## src/verilog/mrx_pkg.sv

```systemverilog
`default_nettype none
package mrx_pkg;

   // Default widths of the datapath
   localparam int DATA_W    = 8;
   localparam int DADDR_W   = 7;
   localparam int PC_W      = 11;
   localparam int DMEM_WORDS = 96;

   // Reset values of the programmer-visible state
   localparam logic [DATA_W-1:0] ACC_RESET = 8'h00;
   localparam logic              GIE_RESET = 1'b0;

   // Bit positions inside a byte
   localparam int MSB_POS  = 7;
   localparam int LSB_POS  = 0;
   localparam int HALF_POS = 4;

   // Program counter step for a sequential instruction
   localparam int PC_STEP = 1;

   // Operations this execution group understands
   typedef enum logic [4:0] {
      OP_IDLE           = 5'h00,
      OP_COPY_MEM_ACC   = 5'h01,
      OP_COPY_IMM_ACC   = 5'h02,
      OP_COPY_ACC_MEM   = 5'h03,
      OP_OR_MEM_ACC     = 5'h04,
      OP_OR_IMM_ACC     = 5'h05,
      OP_OR_TO_MEM      = 5'h06,
      OP_SUB_EXIT       = 5'h07,
      OP_EXIT_IMM       = 5'h08,
      OP_INT_EXIT       = 5'h09,
      OP_ROT_L          = 5'h0a,
      OP_ROT_L_ACC      = 5'h0b,
      OP_ROT_L_FLAG     = 5'h0c,
      OP_ROT_L_FLAG_ACC = 5'h0d,
      OP_ROT_R          = 5'h0e,
      OP_ROT_R_ACC      = 5'h0f,
      OP_ROT_R_FLAG     = 5'h10,
      OP_ROT_R_FLAG_ACC = 5'h11,
      OP_SUB_BORROW     = 5'h12,
      OP_SUB_BORROW_MEM = 5'h13,
      OP_DEC_SKIP       = 5'h14,
      OP_DEC_ACC_SKIP   = 5'h15
   } mrx_op_t;

   // One decoded instruction
   typedef struct packed {
      mrx_op_t              op;
      logic [DADDR_W-1:0]   addr;
      logic [DATA_W-1:0]    imm;
   } mrx_instr_t;

   // Arithmetic status flags
   typedef struct packed {
      logic signedRange;
      logic resultNull;
      logic halfCarry;
      logic carry;
   } mrx_flags_t;

   localparam mrx_flags_t FLAGS_RESET = 4'h0;

   // Execution states; Gray order along issue, exec, dummy
   typedef enum logic [1:0] {
      ST_ISSUE  = 2'b00,
      ST_EXEC   = 2'b01,
      ST_DUMMY1 = 2'b11,
      ST_DUMMY2 = 2'b10
   } mrx_state_t;

endpackage : mrx_pkg
`default_nettype wire

```

## src/verilog/mrx_data_ram.sv

```systemverilog
`timescale 1ns/1ps
`default_nettype none
module mrx_data_ram #(
   parameter int WORDS  = mrx_pkg::DMEM_WORDS,
   parameter int ADDR_W = mrx_pkg::DADDR_W,
   parameter int DATA_W = mrx_pkg::DATA_W
) (
   input  wire logic              clk,    // System clock
   input  wire logic [ADDR_W-1:0] rdAddr, // Read address
   output logic      [DATA_W-1:0] rdData, // Registered read data
   input  wire logic              wrEn,   // Write strobe
   input  wire logic [ADDR_W-1:0] wrAddr, // Write address
   input  wire logic [DATA_W-1:0] wrData  // Write data
);

   logic [DATA_W-1:0] mem [WORDS];

   // Write port; out-of-range addresses are dropped
   always_ff @(posedge clk) begin
      if (wrEn && (int'(wrAddr) < WORDS)) begin
         mem[wrAddr] <= wrData;
      end
   end

   // Registered read; out-of-range reads return zero
   always_ff @(posedge clk) begin
      if (int'(rdAddr) < WORDS) begin
         rdData <= mem[rdAddr];
      end else begin
         rdData <= '0;
      end
   end

endmodule : mrx_data_ram
`default_nettype wire

```

## src/verilog/mrx_exec_unit.sv

```systemverilog
// How it works
// RULE1 - Memory copied into accumulator, flags untouched
// RULE2 - Immediate byte loaded into accumulator, no flags
// RULE3 - Accumulator written to memory, no flags
// RULE4 - Idle only advances program counter
// RULE5 - OR memory into accumulator, null flag
// RULE6 - OR immediate into accumulator, null flag
// RULE7 - OR result written to memory, null flag
// RULE8 - Subroutine exit pops stack, three cycles
// RULE9 - Exit with immediate loads accumulator too
// RULE10 - Interrupt exit pops and sets global enable
// RULE11 - Plain left rotate, to memory or accumulator
// RULE12 - Plain right rotate, to memory or accumulator
// RULE13 - Nine-bit left rotate through carry
// RULE14 - Nine-bit right rotate through carry
// RULE15 - Subtract with borrow into accumulator, four flags
// RULE16 - Subtract with borrow into memory, four flags
// RULE17 - Decrement memory, skip next when zero
// RULE18 - Decrement into accumulator, skip when zero
// RULE19 - Taken skip flushes prefetch, adds two dummy cycles
// RULE20 - Other instructions: one cycle, counter plus one
`timescale 1ns/1ps
`default_nettype none
module mrx_exec_unit #(
   parameter int PC_W   = mrx_pkg::PC_W,
   parameter int WORDS  = mrx_pkg::DMEM_WORDS
) (
   input  wire logic                          clk,             // System clock, 10 MHz
   input  wire logic                          srst,            // Synchronous reset, active high
   input  wire logic                          instrValid,      // Decoded instruction offered
   input  wire mrx_pkg::mrx_instr_t           instr,           // Decoded instruction
   output logic                               instrReady,      // Ready to take an instruction this clock
   output logic                               instrDone,       // Last clock of an instruction
   input  wire logic [PC_W-1:0]               stackTop,        // Return address on stack top
   output logic                               stackPop,        // Pop the return stack
   output logic                               flushPrefetch,   // Discard prefetched opcode
   output logic [PC_W-1:0]                    pc,              // Program counter
   output logic [mrx_pkg::DATA_W-1:0]         acc,             // Accumulator
   output mrx_pkg::mrx_flags_t                flags,           // Arithmetic status flags
   output logic                               globalIntEnable, // Global interrupt enable
   input  wire logic                          hostWrEn,        // Preload write strobe
   input  wire logic [mrx_pkg::DADDR_W-1:0]   hostAddr,        // Preload address
   input  wire logic [mrx_pkg::DATA_W-1:0]    hostData         // Preload data
);

   localparam int DW = mrx_pkg::DATA_W;

   // Adder used by subtract with borrow: a + b + cin, with flags; caller passes inverted b
   function automatic logic [DW+2:0] addFlags(input logic [DW-1:0] a,
                                              input logic [DW-1:0] b,
                                              input logic          cin);
      logic [DW:0]   full;
      logic [DW/2:0] low;
      logic [DW-1:0] lower7;
      logic          c7;
      full   = {1'b0, a} + {1'b0, b} + {{DW{1'b0}}, cin};
      low    = {1'b0, a[mrx_pkg::HALF_POS-1:0]} + {1'b0, b[mrx_pkg::HALF_POS-1:0]}
               + {{mrx_pkg::HALF_POS{1'b0}}, cin};
      lower7 = {1'b0, a[DW-2:0]} + {1'b0, b[DW-2:0]} + {{(DW-1){1'b0}}, cin};
      c7     = lower7[DW-1];
      // Result, signed range, half carry, carry
      addFlags = {full[DW-1:0], c7 ^ full[DW], low[mrx_pkg::HALF_POS], full[DW]};
   endfunction : addFlags

   // Left rotate, bit 7 into bit 0 or given fill
   function automatic logic [DW-1:0] rotLeft(input logic [DW-1:0] v, input logic fill);
      rotLeft = {v[DW-2:0], fill};
   endfunction : rotLeft

   // Right rotate, bit 0 into bit 7 or given fill
   function automatic logic [DW-1:0] rotRight(input logic [DW-1:0] v, input logic fill);
      rotRight = {fill, v[DW-1:1]};
   endfunction : rotRight

   // Registered state and its next values
   mrx_pkg::mrx_state_t  state;
   mrx_pkg::mrx_state_t  next_state;
   mrx_pkg::mrx_instr_t  cur;
   mrx_pkg::mrx_instr_t  next_cur;
   logic [PC_W-1:0]      next_pc;
   logic [DW-1:0]        next_acc;
   mrx_pkg::mrx_flags_t  next_flags;
   logic                 next_globalIntEnable;

   // Memory port and shared operand nets
   logic [DW-1:0]        memRd;
   logic                 memWrEn;
   logic [DW-1:0]        memWrData;
   logic                 execWr;
   logic [DW-1:0]        execWrData;
   logic [mrx_pkg::DADDR_W-1:0] memRdAddr;
   logic [mrx_pkg::DADDR_W-1:0] memWrAddr;
   logic [DW+2:0]        sbcOut;
   logic [DW-1:0]        decVal;

   // Data memory holding the operand bytes
   mrx_data_ram #(
      .WORDS  (WORDS),
      .ADDR_W (mrx_pkg::DADDR_W),
      .DATA_W (DW)
   ) u_ram (
      .clk    (clk),
      .rdAddr (memRdAddr),
      .rdData (memRd),
      .wrEn   (memWrEn),
      .wrAddr (memWrAddr),
      .wrData (memWrData)
   );

   // Handshakes and memory port steering
   assign instrReady = (state == mrx_pkg::ST_ISSUE);
   assign memRdAddr  = (state == mrx_pkg::ST_ISSUE) ? instr.addr : cur.addr;
   assign memWrEn    = execWr | hostWrEn;
   assign memWrAddr  = execWr ? cur.addr : hostAddr;   // Executing write beats preload
   assign memWrData  = execWr ? execWrData : hostData;

   // Operand arithmetic shared by several operations
   assign sbcOut     = addFlags(acc, ~memRd, flags.carry);
   assign decVal     = memRd - 8'h01;

   // Next-state and datapath computation
   always_comb begin
      next_state           = state;
      next_cur             = cur;
      next_pc              = pc;
      next_acc             = acc;
      next_flags           = flags;
      next_globalIntEnable = globalIntEnable;
      execWr               = 1'b0;
      execWrData           = acc;
      stackPop             = 1'b0;
      flushPrefetch        = 1'b0;
      instrDone            = 1'b0;
      case (state)
         mrx_pkg::ST_ISSUE: begin
            if (instrValid) begin
               next_cur   = instr;                  // Operand read starts now
               next_state = mrx_pkg::ST_EXEC;
            end
         end
         mrx_pkg::ST_EXEC: begin
            next_pc    = pc + PC_W'(mrx_pkg::PC_STEP); // RULE20
            next_state = mrx_pkg::ST_ISSUE;
            instrDone  = 1'b1;
            // Per-operation results on top of the one-cycle default
            case (cur.op)
               // Copies and idle touch no flags
               mrx_pkg::OP_IDLE: begin
                  next_pc = pc + PC_W'(mrx_pkg::PC_STEP); // RULE4
               end
               mrx_pkg::OP_COPY_MEM_ACC: begin
                  next_acc = memRd;                 // RULE1
               end
               mrx_pkg::OP_COPY_IMM_ACC: begin
                  next_acc = cur.imm;               // RULE2
               end
               mrx_pkg::OP_COPY_ACC_MEM: begin
                  execWr     = 1'b1;                // RULE3
                  execWrData = acc;
               end
               // OR operations update only the null flag
               mrx_pkg::OP_OR_MEM_ACC: begin
                  next_acc              = acc | memRd;             // RULE5
                  next_flags.resultNull = ((acc | memRd) == '0);   // RULE5
               end
               mrx_pkg::OP_OR_IMM_ACC: begin
                  next_acc              = acc | cur.imm;           // RULE6
                  next_flags.resultNull = ((acc | cur.imm) == '0); // RULE6
               end
               mrx_pkg::OP_OR_TO_MEM: begin
                  execWr                = 1'b1;                    // RULE7
                  execWrData            = acc | memRd;
                  next_flags.resultNull = ((acc | memRd) == '0);   // RULE7
               end
               // Returns pop the stack and add two dummy clocks
               mrx_pkg::OP_SUB_EXIT: begin
                  stackPop   = 1'b1;                // RULE8
                  next_pc    = stackTop;
                  instrDone  = 1'b0;
                  next_state = mrx_pkg::ST_DUMMY1;
               end
               mrx_pkg::OP_EXIT_IMM: begin
                  stackPop   = 1'b1;                // RULE9
                  next_pc    = stackTop;
                  next_acc   = cur.imm;             // RULE9
                  instrDone  = 1'b0;
                  next_state = mrx_pkg::ST_DUMMY1;
               end
               mrx_pkg::OP_INT_EXIT: begin
                  stackPop             = 1'b1;      // RULE10
                  next_pc              = stackTop;
                  next_globalIntEnable = 1'b1;      // RULE10
                  instrDone            = 1'b0;
                  next_state           = mrx_pkg::ST_DUMMY1;
               end
               // Rotates; only the carry variants touch a flag
               mrx_pkg::OP_ROT_L: begin
                  execWr     = 1'b1;                // RULE11
                  execWrData = rotLeft(memRd, memRd[mrx_pkg::MSB_POS]);
               end
               mrx_pkg::OP_ROT_L_ACC: begin
                  next_acc = rotLeft(memRd, memRd[mrx_pkg::MSB_POS]); // RULE11
               end
               mrx_pkg::OP_ROT_R: begin
                  execWr     = 1'b1;                // RULE12
                  execWrData = rotRight(memRd, memRd[mrx_pkg::LSB_POS]);
               end
               mrx_pkg::OP_ROT_R_ACC: begin
                  next_acc = rotRight(memRd, memRd[mrx_pkg::LSB_POS]); // RULE12
               end
               mrx_pkg::OP_ROT_L_FLAG: begin
                  execWr           = 1'b1;          // RULE13
                  execWrData       = rotLeft(memRd, flags.carry);
                  next_flags.carry = memRd[mrx_pkg::MSB_POS];
               end
               mrx_pkg::OP_ROT_L_FLAG_ACC: begin
                  next_acc         = rotLeft(memRd, flags.carry); // RULE13
                  next_flags.carry = memRd[mrx_pkg::MSB_POS];
               end
               mrx_pkg::OP_ROT_R_FLAG: begin
                  execWr           = 1'b1;          // RULE14
                  execWrData       = rotRight(memRd, flags.carry);
                  next_flags.carry = memRd[mrx_pkg::LSB_POS];
               end
               mrx_pkg::OP_ROT_R_FLAG_ACC: begin
                  next_acc         = rotRight(memRd, flags.carry); // RULE14
                  next_flags.carry = memRd[mrx_pkg::LSB_POS];
               end
               // Subtract with borrow updates four flags
               mrx_pkg::OP_SUB_BORROW: begin
                  next_acc               = sbcOut[DW+2:3];          // RULE15
                  next_flags.signedRange = sbcOut[2];
                  next_flags.halfCarry   = sbcOut[1];
                  next_flags.carry       = sbcOut[0];
                  next_flags.resultNull  = (sbcOut[DW+2:3] == '0);
               end
               mrx_pkg::OP_SUB_BORROW_MEM: begin
                  execWr                 = 1'b1;                    // RULE16
                  execWrData             = sbcOut[DW+2:3];
                  next_flags.signedRange = sbcOut[2];
                  next_flags.halfCarry   = sbcOut[1];
                  next_flags.carry       = sbcOut[0];
                  next_flags.resultNull  = (sbcOut[DW+2:3] == '0);
               end
               // Decrements never touch flags; zero result skips
               mrx_pkg::OP_DEC_SKIP: begin
                  execWr     = 1'b1;                // RULE17
                  execWrData = decVal;
                  if (decVal == '0) begin
                     flushPrefetch = 1'b1;          // RULE19
                     instrDone     = 1'b0;
                     next_state    = mrx_pkg::ST_DUMMY1;
                  end
               end
               mrx_pkg::OP_DEC_ACC_SKIP: begin
                  next_acc = decVal;                // RULE18
                  if (decVal == '0) begin
                     flushPrefetch = 1'b1;          // RULE19
                     instrDone     = 1'b0;
                     next_state    = mrx_pkg::ST_DUMMY1;
                  end
               end
               default: begin
                  next_pc = pc + PC_W'(mrx_pkg::PC_STEP);
               end
            endcase
            // Skip steps over the discarded word
            if (flushPrefetch) begin
               next_pc = pc + PC_W'(2 * mrx_pkg::PC_STEP); // RULE19
            end
         end
         // Dummy clocks stand in for the discarded fetch
         mrx_pkg::ST_DUMMY1: begin
            next_state = mrx_pkg::ST_DUMMY2;        // RULE19
         end
         mrx_pkg::ST_DUMMY2: begin
            instrDone  = 1'b1;                      // RULE8
            next_state = mrx_pkg::ST_ISSUE;
         end
         default: begin
            next_state = mrx_pkg::ST_ISSUE;
         end
      endcase
   end

   // State registers
   always_ff @(posedge clk) begin
      if (srst) begin
         state           <= mrx_pkg::ST_ISSUE;
         cur             <= '0;
         pc              <= '0;
         acc             <= mrx_pkg::ACC_RESET;
         flags           <= mrx_pkg::FLAGS_RESET;
         globalIntEnable <= mrx_pkg::GIE_RESET;
      end else begin
         state           <= next_state;
         cur             <= next_cur;
         pc              <= next_pc;
         acc             <= next_acc;
         flags           <= next_flags;
         globalIntEnable <= next_globalIntEnable;
      end
   end

endmodule : mrx_exec_unit
`default_nettype wire

```

## config.mk

```make
export PLATFORM = sky130hd
export DESIGN_NAME = mrx_exec_unit
export DESIGN_NICKNAME = d
export VERILOG_FILES = /design/src/verilog/mrx_pkg.sv /design/src/verilog/mrx_data_ram.sv /design/src/verilog/mrx_exec_unit.sv
export SDC_FILE = /design/constraint.sdc
export NUM_CORES = 1
export LEC_CHECK = 0
export BUFFER_PORTS_ARGS = -buffer_cell sky130_fd_sc_hd__buf_2
export CAP_MARGIN = 20
export CORE_ASPECT_RATIO = 0.7
export CORE_MARGIN = 2
export CORE_UTILIZATION = 55
export CTS_BUF_LIST = sky130_fd_sc_hd__clkbuf_16
export CTS_CLUSTER_DIAMETER = 100
export CTS_CLUSTER_SIZE = 12
export DETAILED_ROUTE_END_ITERATION = 8
export PLACE_DENSITY = 0.71
export SLEW_MARGIN = 20
export SYNTH_ARGS = -nofsm -noshare
export SYNTH_HDL_FRONTEND = slang
export SYNTH_HIERARCHICAL = 1
export SYNTH_SLANG_ARGS = --single-unit
```

## constraint.sdc

```tcl
create_clock -name clk -period 19.93 [get_ports clk]
set_input_delay 5.979 -clock clk [delete_from_list [all_inputs] [get_ports clk]]
set_output_delay 5.979 -clock clk [all_outputs]
set_load 0.01 [all_outputs]
```

Word level (Yosys, flattened, before mapping)

Memories as Yosys holds them, arrays and structs flattened. A register that Yosys moved wholly into a read port is not among the register bits.
Cells that the tools add are included.

Output and inout bits: 28
Memories: 1
Word-level logic and storage cells: 104
Register bits: 46
Bits of input ports: 50
Bits in writable memories: 768

Add/subtract/negate cells: 9
Bitwise logic cells: 5
Reductions and logical operators: 24
Equality and inequality tests: 25
Order comparisons: 2
Multiplexer cells: 27

Memory list:

| memory    | words | bits a word | rd ports | clocked after Yosys merged registers in | wr ports | line               | source |
|---|---|---|---|---|---|---|---|
| u_ram.mem | 96    | 8           | 1        | 1                                       | 1        | mrx_data_ram.sv:16 | `logic [DATA_W-1:0] mem [WORDS];` |

Operators with widths:

| operator                | number |
|---|---|
| $pmux W8 S10            | 1 |
| $pmux W8 S7             | 1 |
| $eq A5 B4 Y1 const B    | 8 |
| $logic_not A8 Y1        | 4 |
| $eq A5 B5 Y1 const B    | 6 |
| $mux W11                | 2 |
| $eq A5 B3 Y1 const B    | 4 |
| $mux W8                 | 2 |
| $or A8 B8 Y8            | 2 |
| $lt A7 B7 Y1 const B    | 2 |
| $mux W7                 | 2 |
| $reduce_and A2 Y1       | 6 |
| $reduce_or A2 Y1        | 6 |
| $add A11 B1 Y11 const B | 1 |
| $add A11 B2 Y11 const B | 1 |
| $mux W1                 | 11 |
| $eq A5 B2 Y1 const B    | 2 |
| $reduce_bool A10 Y1     | 1 |
| $add A8 B8 Y9           | 1 |
| $add A9 B1 Y9           | 1 |
| $add A7 B7 Y8           | 1 |
| $add A8 B1 Y8           | 1 |
| $not A8 Y8              | 1 |
| $pmux W2 S4             | 1 |
| 19 further kinds        | 24 |

Depth between registers and ports, before layout

Gate-level depths: netlist (run 1).

Word-level depth: 9
Depth in mapped cells: 14
Gate-level depth less buffers: 10

Hierarchy

Netlist (run 1), hierarchy kept.

Modules (own cells, without submodules):

| module        | area an instance (um^2) | cells each | seq. area each (um^2) | times used |
|---|---|---|---|---|
| mrx_data_ram  | 30,045.1                | 1,410      | 23,222.3              | 1 |
| mrx_exec_unit | 4,551.9                 | 609        | 920.9                 | 1 |

Worst setup path before layout (run 1)

Ideal clock, no wire load.

Kind: in2reg
From: in hostData[7] (netlist name)
To: mem u_ram.mem[0][7], data pin
Slack: 10.470 ns
Arrival time: 8.718 ns
Cell stages on the path: 2
Buffers on the path: 0
Required time: 19.188 ns
Library setup time: 0.742 ns
Cells stage by stage: mux2i_1 -> a22oi_1

Cells in the longest elaborated chain, start to end: 1

Ends and longest elaborated chain:

| item             | line                 | source |
|---|---|---|
| start, declared  | mrx_exec_unit.sv:43  | `input wire logic [mrx_pkg::DATA_W-1:0] hostData` |
| $mux W8          | mrx_exec_unit.sv:115 | `assign memWrData = execWr ? execWrData : hostData;` |
| via memWrData[7] | mrx_exec_unit.sv:88  | `logic [DW-1:0] memWrData;` |
| end, declared    | mrx_data_ram.sv:16   |  |

The timed path passes the listed nets, and every way through them passes these cells.

Worst setup path after layout (run 1)

From: reg u_ram.rdData[1] (read register of u_ram.mem)
To: out instrDone

Cells in the longest elaborated chain, start to end: 5

Ends and longest elaborated chain:

| item             | line                                       | source |
|---|---|---|
| start, declared  | mrx_data_ram.sv:10                         | `output logic [DATA_W-1:0] rdData,` |
| $sub A8 B1 Y8    | mrx_exec_unit.sv:119                       | `assign decVal = memRd - 8'h01;` |
| $logic_not A8 Y1 | mrx_exec_unit.sv:249, mrx_exec_unit.sv:257 |  |
| $mux W1          | mrx_exec_unit.sv:249, mrx_exec_unit.sv:257 |  |
| $pmux W1 S2      | mrx_exec_unit.sv:146                       | `case (cur.op)` |
| $pmux W1 S2      | mrx_exec_unit.sv:134                       | `case (state)` |
| end, declared    | mrx_exec_unit.sv:33                        | `output logic instrDone,` |

Every way passes these cells.

==> qor.yml, run 1 <==
outcome: "finished, final reports clean"
synth.area.top_cells: "edfxtp_1 (67%), mux4_2 (12%), dfxtp_1 (3.1%)"
final_clock_skew_ns: 0.0260
synth.largest_area_cell: "edfxtp_1"
post-dp-hpwl_um: 56100
layout.cell_area.non_filler_um2: 38000
fill_cells: 4385
post_cts_hold_buffer_count: 0
holdWs_ns: 0.471
route.detailed.vias_per_inst: 6.71
clock_insertion_delay_worst_skew_ns: 0.64
cts.reportedPaths.clkPinSlew_ns: 0.06
power.switching_mw: 1.49
clk_path_buf_depth: 3
worst_slew_pin_slew_ns: 1.20
layout_cells_excl_fill: 2959
power_density_over_the_cells_nw_per_um2: 122
floorplan.initialDensity_pct: 55.9
intPower_mw: 3.15
grt_setup_unrepaired: "false"
leakage_nw: 12.1
worst_setup_path_start: "u_ram/rdData[1]"
std_cell_rows: 76
io_pins: 78
setup_viol: 0
drive_gt1_share_pct: 20.7
clk_root_buffer_cell: "clkbuf_16"
pre_cts_slack_ns: 9.98
tritoncts.num_buffers: 78
dpl.cell_count: 2827
place_congestion: 0.954
floorplan.die.width_um: 304
hold_path_class: "reg -> reg"
synth.top_cell.area_share_pct: 66.7
nNetsFinal: 2165
drc_violation_count_after_routing: 0
sequential_fraction_of_the_synthesis_area_pct: 69.8
total_iterations_of_the_first_detailed_routing_run: 7
post-route-period-util_pct: 48.3
cell_count_after_synthesis: 2019
global_route.usage.total_pct: 27.6
clock.fmax_ghz: 0.104
overall_routed_net_length_um: 89100
crit-reg2reg-launch: "cur[16]"
wl_per_cell_um: 30.1
dpl-instance-area_um2: 35700
path_max_fanout: 10
avg_synthesized_cell_area_um2: 17.1
synth_seq_cells: 822
worst_vdd_rail_ir_drop_mv: 0.0807
cts_resized: 0
layout_setup_ws_ns: 10.31
hold_path.startpoint: "cur[14]"
finish.utilization_pct: 61.4
synth_enable_flop_cells: 768
fp.dieArea_um2: 65000
synthFlopType: "edfxtp_1"
vias: 19851
slew_viol_final: 0
placement.io_buffers: 77
die_height_um: 214
globalRouteOverflowTotal: 0
design_power_total_mw: 4.64
synth_warnings: 6
clockPowerShare_pct: 28.7
power.switching_fraction_pct: 32.0
timing_worst_setup_path_type: "reg -> out"
final_hold_viol_count: 0
combinational_share_of_power_pct: 27.9
crit_path_start_kind: "flip-flop"
maxSlewHeadroom_pct: 19.5
postSynth.asyncResetShare_pct: 0
maxCapViolations: 0
end_kind: "output port"
first_pass_grt_wire_length_um: 130000
ant_nets: 0
setup_tns_ns: 0
area_growth_pct: 9.83
critical_path_arrival_ns: 3.64
cts_tree: "yes"
final_period_minus_worst_setup_slack_ns: 9.62
core_area_um2: 61900
cts_post_setup_buffers_inserted: 0
grt_pass1_vias: 18871
syn_area_um2: 34600
synth_fp_nets: 2094
detail_route.iter0.violations: 2832
pin_count_of_the_biggest_net_entering_global_routing: 97
synth_cell_types: 92
antenna_violations_before_repair: 2
htree_num_levels: 3
pwr-share-seq_pct: 43.4
data_required_time_of_the_critical_path_ns: 13.95
tritoncts_num_sinks: 822
reg2reg_setup_slack_ns: 13.95
[cells in the mapped netlist (5+ instances only)]
| master | count |
|---|---|
| mux4_2 | 189 |
| or3_1 | 11 |
| buf_1 | 7 |
| a31oi_1 | 13 |
| nor3_1 | 16 |
| xnor2_1 | 13 |
| dfxtp_1 | 54 |
| xor2_1 | 5 |
| a211oi_1 | 14 |
| buf_2 | 32 |
| nor2b_1 | 18 |
| buf_6 | 11 |
| nand2b_1 | 23 |
| a221oi_1 | 19 |
| mux2_2 | 20 |
| nand2_1 | 125 |
| o221ai_1 | 10 |
| buf_4 | 14 |
| nand4_1 | 7 |
| a221o_1 | 5 |
| o211ai_1 | 7 |
| clkbuf_1 | 52 |
| o21ai_1 | 7 |
| a21oi_1 | 65 |
| nor2_1 | 158 |
| mux2i_1 | 53 |
| a22oi_1 | 24 |
| a2111oi_0 | 9 |
| nor4_1 | 10 |
| inv_1 | 28 |
| edfxtp_1 | 768 |
| nand3b_1 | 10 |
| o22ai_1 | 18 |
| and2_1 | 5 |
| nand3_1 | 32 |
| o21ai_0 | 41 |
| ha_1 | 23 |
[cell usage in the layout (no fill, tap or decap), types with 30 or more instances in the layout]
cell type,count
buf_2,77
mux4_2,189
mux2i_1,53
a21oi_1,63
o21ai_0,39
nand2_1,125
inv_1,71
edfxtp_1,768
nor2_1,158
nand3_1,32
clkbuf_16,79
buf_4,30
dfxtp_1,54
[worst max-delay path, cell delays in order (launching register included)]
cell	delay (ns)
dfxtp_1	0.68
inv_1	0.25
ha_1	0.33
xor2_1	0.22
nor4_2	0.48
o211ai_2	0.18
or2_1	0.43
a31oi_1	0.23
nor2b_1	0.06
buf_2	0.14
[power by group through the flow]
stage	clock, mW	combinational [mW]	sequential, mW
floorplan	0	0.895	2.01
finish	1.33	1.29	2.01
global placement	0	1.25	2.05
detailed placement	0	1.26	2.05
global route	1.42	1.36	2.01
CTS	1.35	1.27	2.01
[routing by layer]
layer  share of wire, %  global-route usage, %  up-vias
met2                 42                   38.4     1223
li1                   -                      -     8271
met5                  0                      0        -
met1                 42                   42.9    10206
met3                 13                   8.38      151
met4                2.2                   6.47        0
[logic make-up after synthesis]
| group | share of synthesized area (%) |
|---|---|
| DFF | 69.8 |
| and+or+nand+nor | 6.18 |
| AOI/OAI and AO/OA | 5.97 |
| muxes | 14.5 |
| buffers and inverters | 2.14 |
| adders and majority gates | 0.976 |
| xor gates and xnor gates | 0.456 |
[worst paths after layout]
kind                      endpoint  cells after the start
setup / recovery         instrDone                      9
hold / removal             cur[14]                      2
setup reg to reg  u_ram/mem[20][1]                      9
hold reg to reg            cur[14]                      2
[final cells by class]
cell class | count | area [um2] | area share (%)
multi-input combinational | 1049 | 9830 | 25.9
tap | 819 | 1020 | 2.70
sequential | 822 | 24100 | 63.5
clock inverter | 50 | 267 | 0.701
inverter | 31 | 116 | 0.306
timing repair buffer | 108 | 638 | 1.68
antenna | 1 | 2.50 | 0.00659
clock buffer | 79 | 1980 | 5.20
[registers in the layout (all words and copies together), names as in the netlist]
| signal | cells |
|---|---|
| u_ram/mem | 768 |
| cur | 20 |
| pc | 11 |
| acc | 8 |
| u_ram/rdData | 8 |
| flags | 4 |
| state | 2 |
| globalIntEnable | 1 |
(Power assumes the default switching activity.)
==> inputs of run 2 (changes only) <==
Settings changed: PLACE_DENSITY 0.71 to 0.74.
Clock period 19.93 ns to 7.9 ns, I/O delays scaled along.
==> run 2 against run 1 <==
Final area up 0.16%; register-to-register slack worse by 12 ns; sequential share of layout area fell by 0.10 points; non-clock buffer count is 3 lower; worst setup slack lost 8.6 ns; global-route usage up 0.21 points; highest routed layer unchanged; die area did not move; utilization increased by 0.097 points; via count up 1.3%; clock-buffer cell count is 3 higher; critical path type is now reg -> reg; flip-flop and latch count unchanged; clock power rose to 2.6 times the previous value.
==> qor.yml, run 2 (synthesis results as in run 1) <==
crit_family: "simple AND/OR/NAND/NOR gates"
nNetsFinal: 2162  # -0.14%
cts_post_setup_buffers_inserted: 0  # unchanged
globalRouteOverflowTotal: 0  # unchanged
leakage_nw: 12.1  # +0.21%
global_route.usage.total_pct: 27.8  # +0.21 points
power_density_over_the_cells_nw_per_um2: 309  # +150%
timing.critical_path.cells: "nand2b_1 > a2bb2oi_1 > nor2_1 > o21ai_2 > o31a_1 > mux2_2 > a21boi_1 > nand3_1 > nor2_1"
total_iterations_of_the_first_detailed_routing_run: 7  # unchanged
biggestRegsByFlops: "u_ram/mem (768), cur (20), pc (11)"
floorplan.initialDensity_pct: 55.9  # unchanged
cts.reportedPaths.clkPinSlew_ns: 0.07  # about the same
use_met3_pct: 9.04  # +0.66 points
post_cts_hold_buffer_count: 0  # unchanged
first_pass_grt_wire_length_um: 131000  # +1.1%
antenna_violations_before_repair: 0  # -2
clk_root_buffer_cell: "clkbuf_16"
area_growth_pct: 10.0
cts_tree: "yes"
data_required_time_of_the_critical_path_ns: 8.16  # -5.79 ns
slew_viol_final: 0  # unchanged
outcome: "finished, final reports clean"
io_pins: 78  # unchanged
final_common_cell: "edfxtp_1"
crit_path_frequent_cell: "nor2_1"
cp_bufs_invs: 0  # -2
reg2reg_to: "u_ram/mem[60][4]"
layout_common_cells: "edfxtp_1 (768), mux4_2 (189), nor2_1 (157), nand2_1 (125), clkbuf_16 (82)"
maxCapViolations: 0  # unchanged
final_clock_skew_ns: 0.0304  # +0.00440 ns
grt_use_met2_pct: 39.8  # +1.4 points
cts_resized: 0  # unchanged
clk_path_buf_depth: 3  # unchanged
final_period_minus_worst_setup_slack_ns: 6.15
placement.io_buffers: 77  # unchanged
setup_tns_ns: 0  # unchanged
detail_route.iter0.violations: 2870  # +1.3%
pin_count_of_the_biggest_net_entering_global_routing: 97  # unchanged
crit_slowest_cell: "nor2_1"
gr-usage-met1_pct: 41.5  # -1.4 points
post-dp-hpwl_um: 56500  # +0.71%
tritoncts_num_sinks: 822  # unchanged
fp.dieArea_um2: 65000  # unchanged
grt.busiest_layer: "met1"
hold_depth: 2  # unchanged
route.detailed.vias_per_inst: 6.80  # +1.4%
path_max_fanout: 28  # +18
wl_per_cell_um: 30.3  # +0.58%
finish.utilization_pct: 61.5  # +0.097 points
ant_nets: 0  # unchanged
top_register: "u_ram/mem"
clock_insertion_delay_worst_skew_ns: 0.64  # about the same
hold_path_class: "reg -> reg"
drc_violation_count_after_routing: 0  # unchanged
grt_pass1_vias: 19313  # +2.3%
clock.fmax_ghz: 0.163
critical_path_arrival_ns: 6.42  # +2.78 ns
core_area_um2: 61900  # unchanged
worst_vdd_rail_ir_drop_mv: 0.187  # +130%
tritoncts.num_buffers: 78  # unchanged
vias: 20112  # +1.3%
timing.reg2reg.worst_path_depth: 9  # unchanged
largest_reg_flops: 768  # unchanged
ff_latch_area_um2: 24100  # unchanged
floorplan.die.width_um: 304  # unchanged
end_kind: "flip-flop"
place_congestion: 0.981  # +2.8%
post-route-period-util_pct: 77.9
std_cell_rows: 76  # unchanged
multi_input_area_um2: 9830  # about the same
maxSlewHeadroom_pct: 24.2  # +4.6 points
overall_routed_net_length_um: 89600  # +0.48%
final_hold_viol_count: 0  # unchanged
die_height_um: 214  # unchanged
drive_gt1_share_pct: 20.6  # -0.11 points
htree_num_levels: 3  # unchanged
crit-reg2reg-launch: "cur[18]"
critical-path-max-stage-delay_ns: 0.92  # +0.24 ns
hold_path.startpoint: "cur[1]"
timing_worst_setup_path_type: "reg -> reg"
grt_setup_unrepaired: "false"
reg2reg_setup_slack_ns: 1.75  # -12.20 ns
min_to: "cur[1]"
worst_slew_pin_slew_ns: 1.13  # -0.0665 ns
setup_viol: 0  # unchanged
crit_path_start_kind: "flip-flop"
fill_cells: 4316  # -1.6%
[run 2: cell count changes in the layout (fill, tap and decap cells not counted), sizes merged]
cell    before  now
clkbuf      79   82
buf        108  105
clkinv       6    3
[run 2: through the flow]
| step | worst slack [ns] | total power, mW | instance area, um2 | hold WS [ns] | instances |
|---|---|---|---|---|---|
| after floorplan | 0.992 | 7.34 | 34600 | 0.444 | 2019 |
| after global placement | 2.14 | 8.31 | 35700 | 0.460 | 2822 |
| after detailed placement | 1.90 | 8.35 | 35700 | 0.475 | 2823 |
| after CTS | 1.80 | 11.7 | 38000 | 0.484 | 2952 |
| after global routing | 1.34 | 12.1 | 38100 | 0.501 | 2955 |
| final | 1.75 | 11.8 | 38100 | 0.482 | 2956 |
[run 2: how the worst max path moves through the flow]
stage                         start          endpoint  slack, ns  cells past startpoint
floorplan           u_ram/rdData[0]   u_ram/mem[0][4]       0.99                     10
global placement            cur[18]  u_ram/mem[12][0]       2.14                      9
detailed placement          cur[18]   u_ram/mem[2][0]       1.90                      9
CTS                         cur[18]   u_ram/mem[2][0]       1.80                      9
global route                cur[18]   u_ram/mem[2][0]       1.34                      9
finish                      cur[18]  u_ram/mem[60][4]       1.75                      9
[run 2: final cells by class]
| class | count | share of cell area, % |
|---|---|---|
| inverters | 31 | 0.306 |
| well taps | 819 | 2.69 |
| repair buffers | 105 | 1.78 |
| multi-input cells | 1049 | 25.8 |
| diodes | 1 | 0.00658 |
| clock buffers | 82 | 5.39 |
| clock inverters | 47 | 0.552 |
| flip-flops and latches | 822 | 63.4 |
[run 2: power by group]
| group | total (mW) | leakage [nW] | internal (mW) | switching (mW) |
|---|---|---|---|---|
| clock | 3.41 | 1.27 | 1.86 | 1.55 |
| combinational | 3.27 | 3.50 | 1.24 | 2.03 |
| sequential | 5.09 | 7.35 | 4.91 | 0.176 |
| total | 11.8 | 12.1 | 8.01 | 3.76 |
[run 2: tightest hold or removal path: stages (launching register included)]
cell and delay (ns):
dfxtp_1 0.32, nand2_1 0.06, a21oi_1 0.06
[run 2: metal layers]
metal | up-vias | share of wire [%]
li1 | 8251 | -
met1 | 10277 | 41
met2 | 1428 | 43
met3 | 156 | 14
met4 | 0 | 2.4
met5 | - | 0
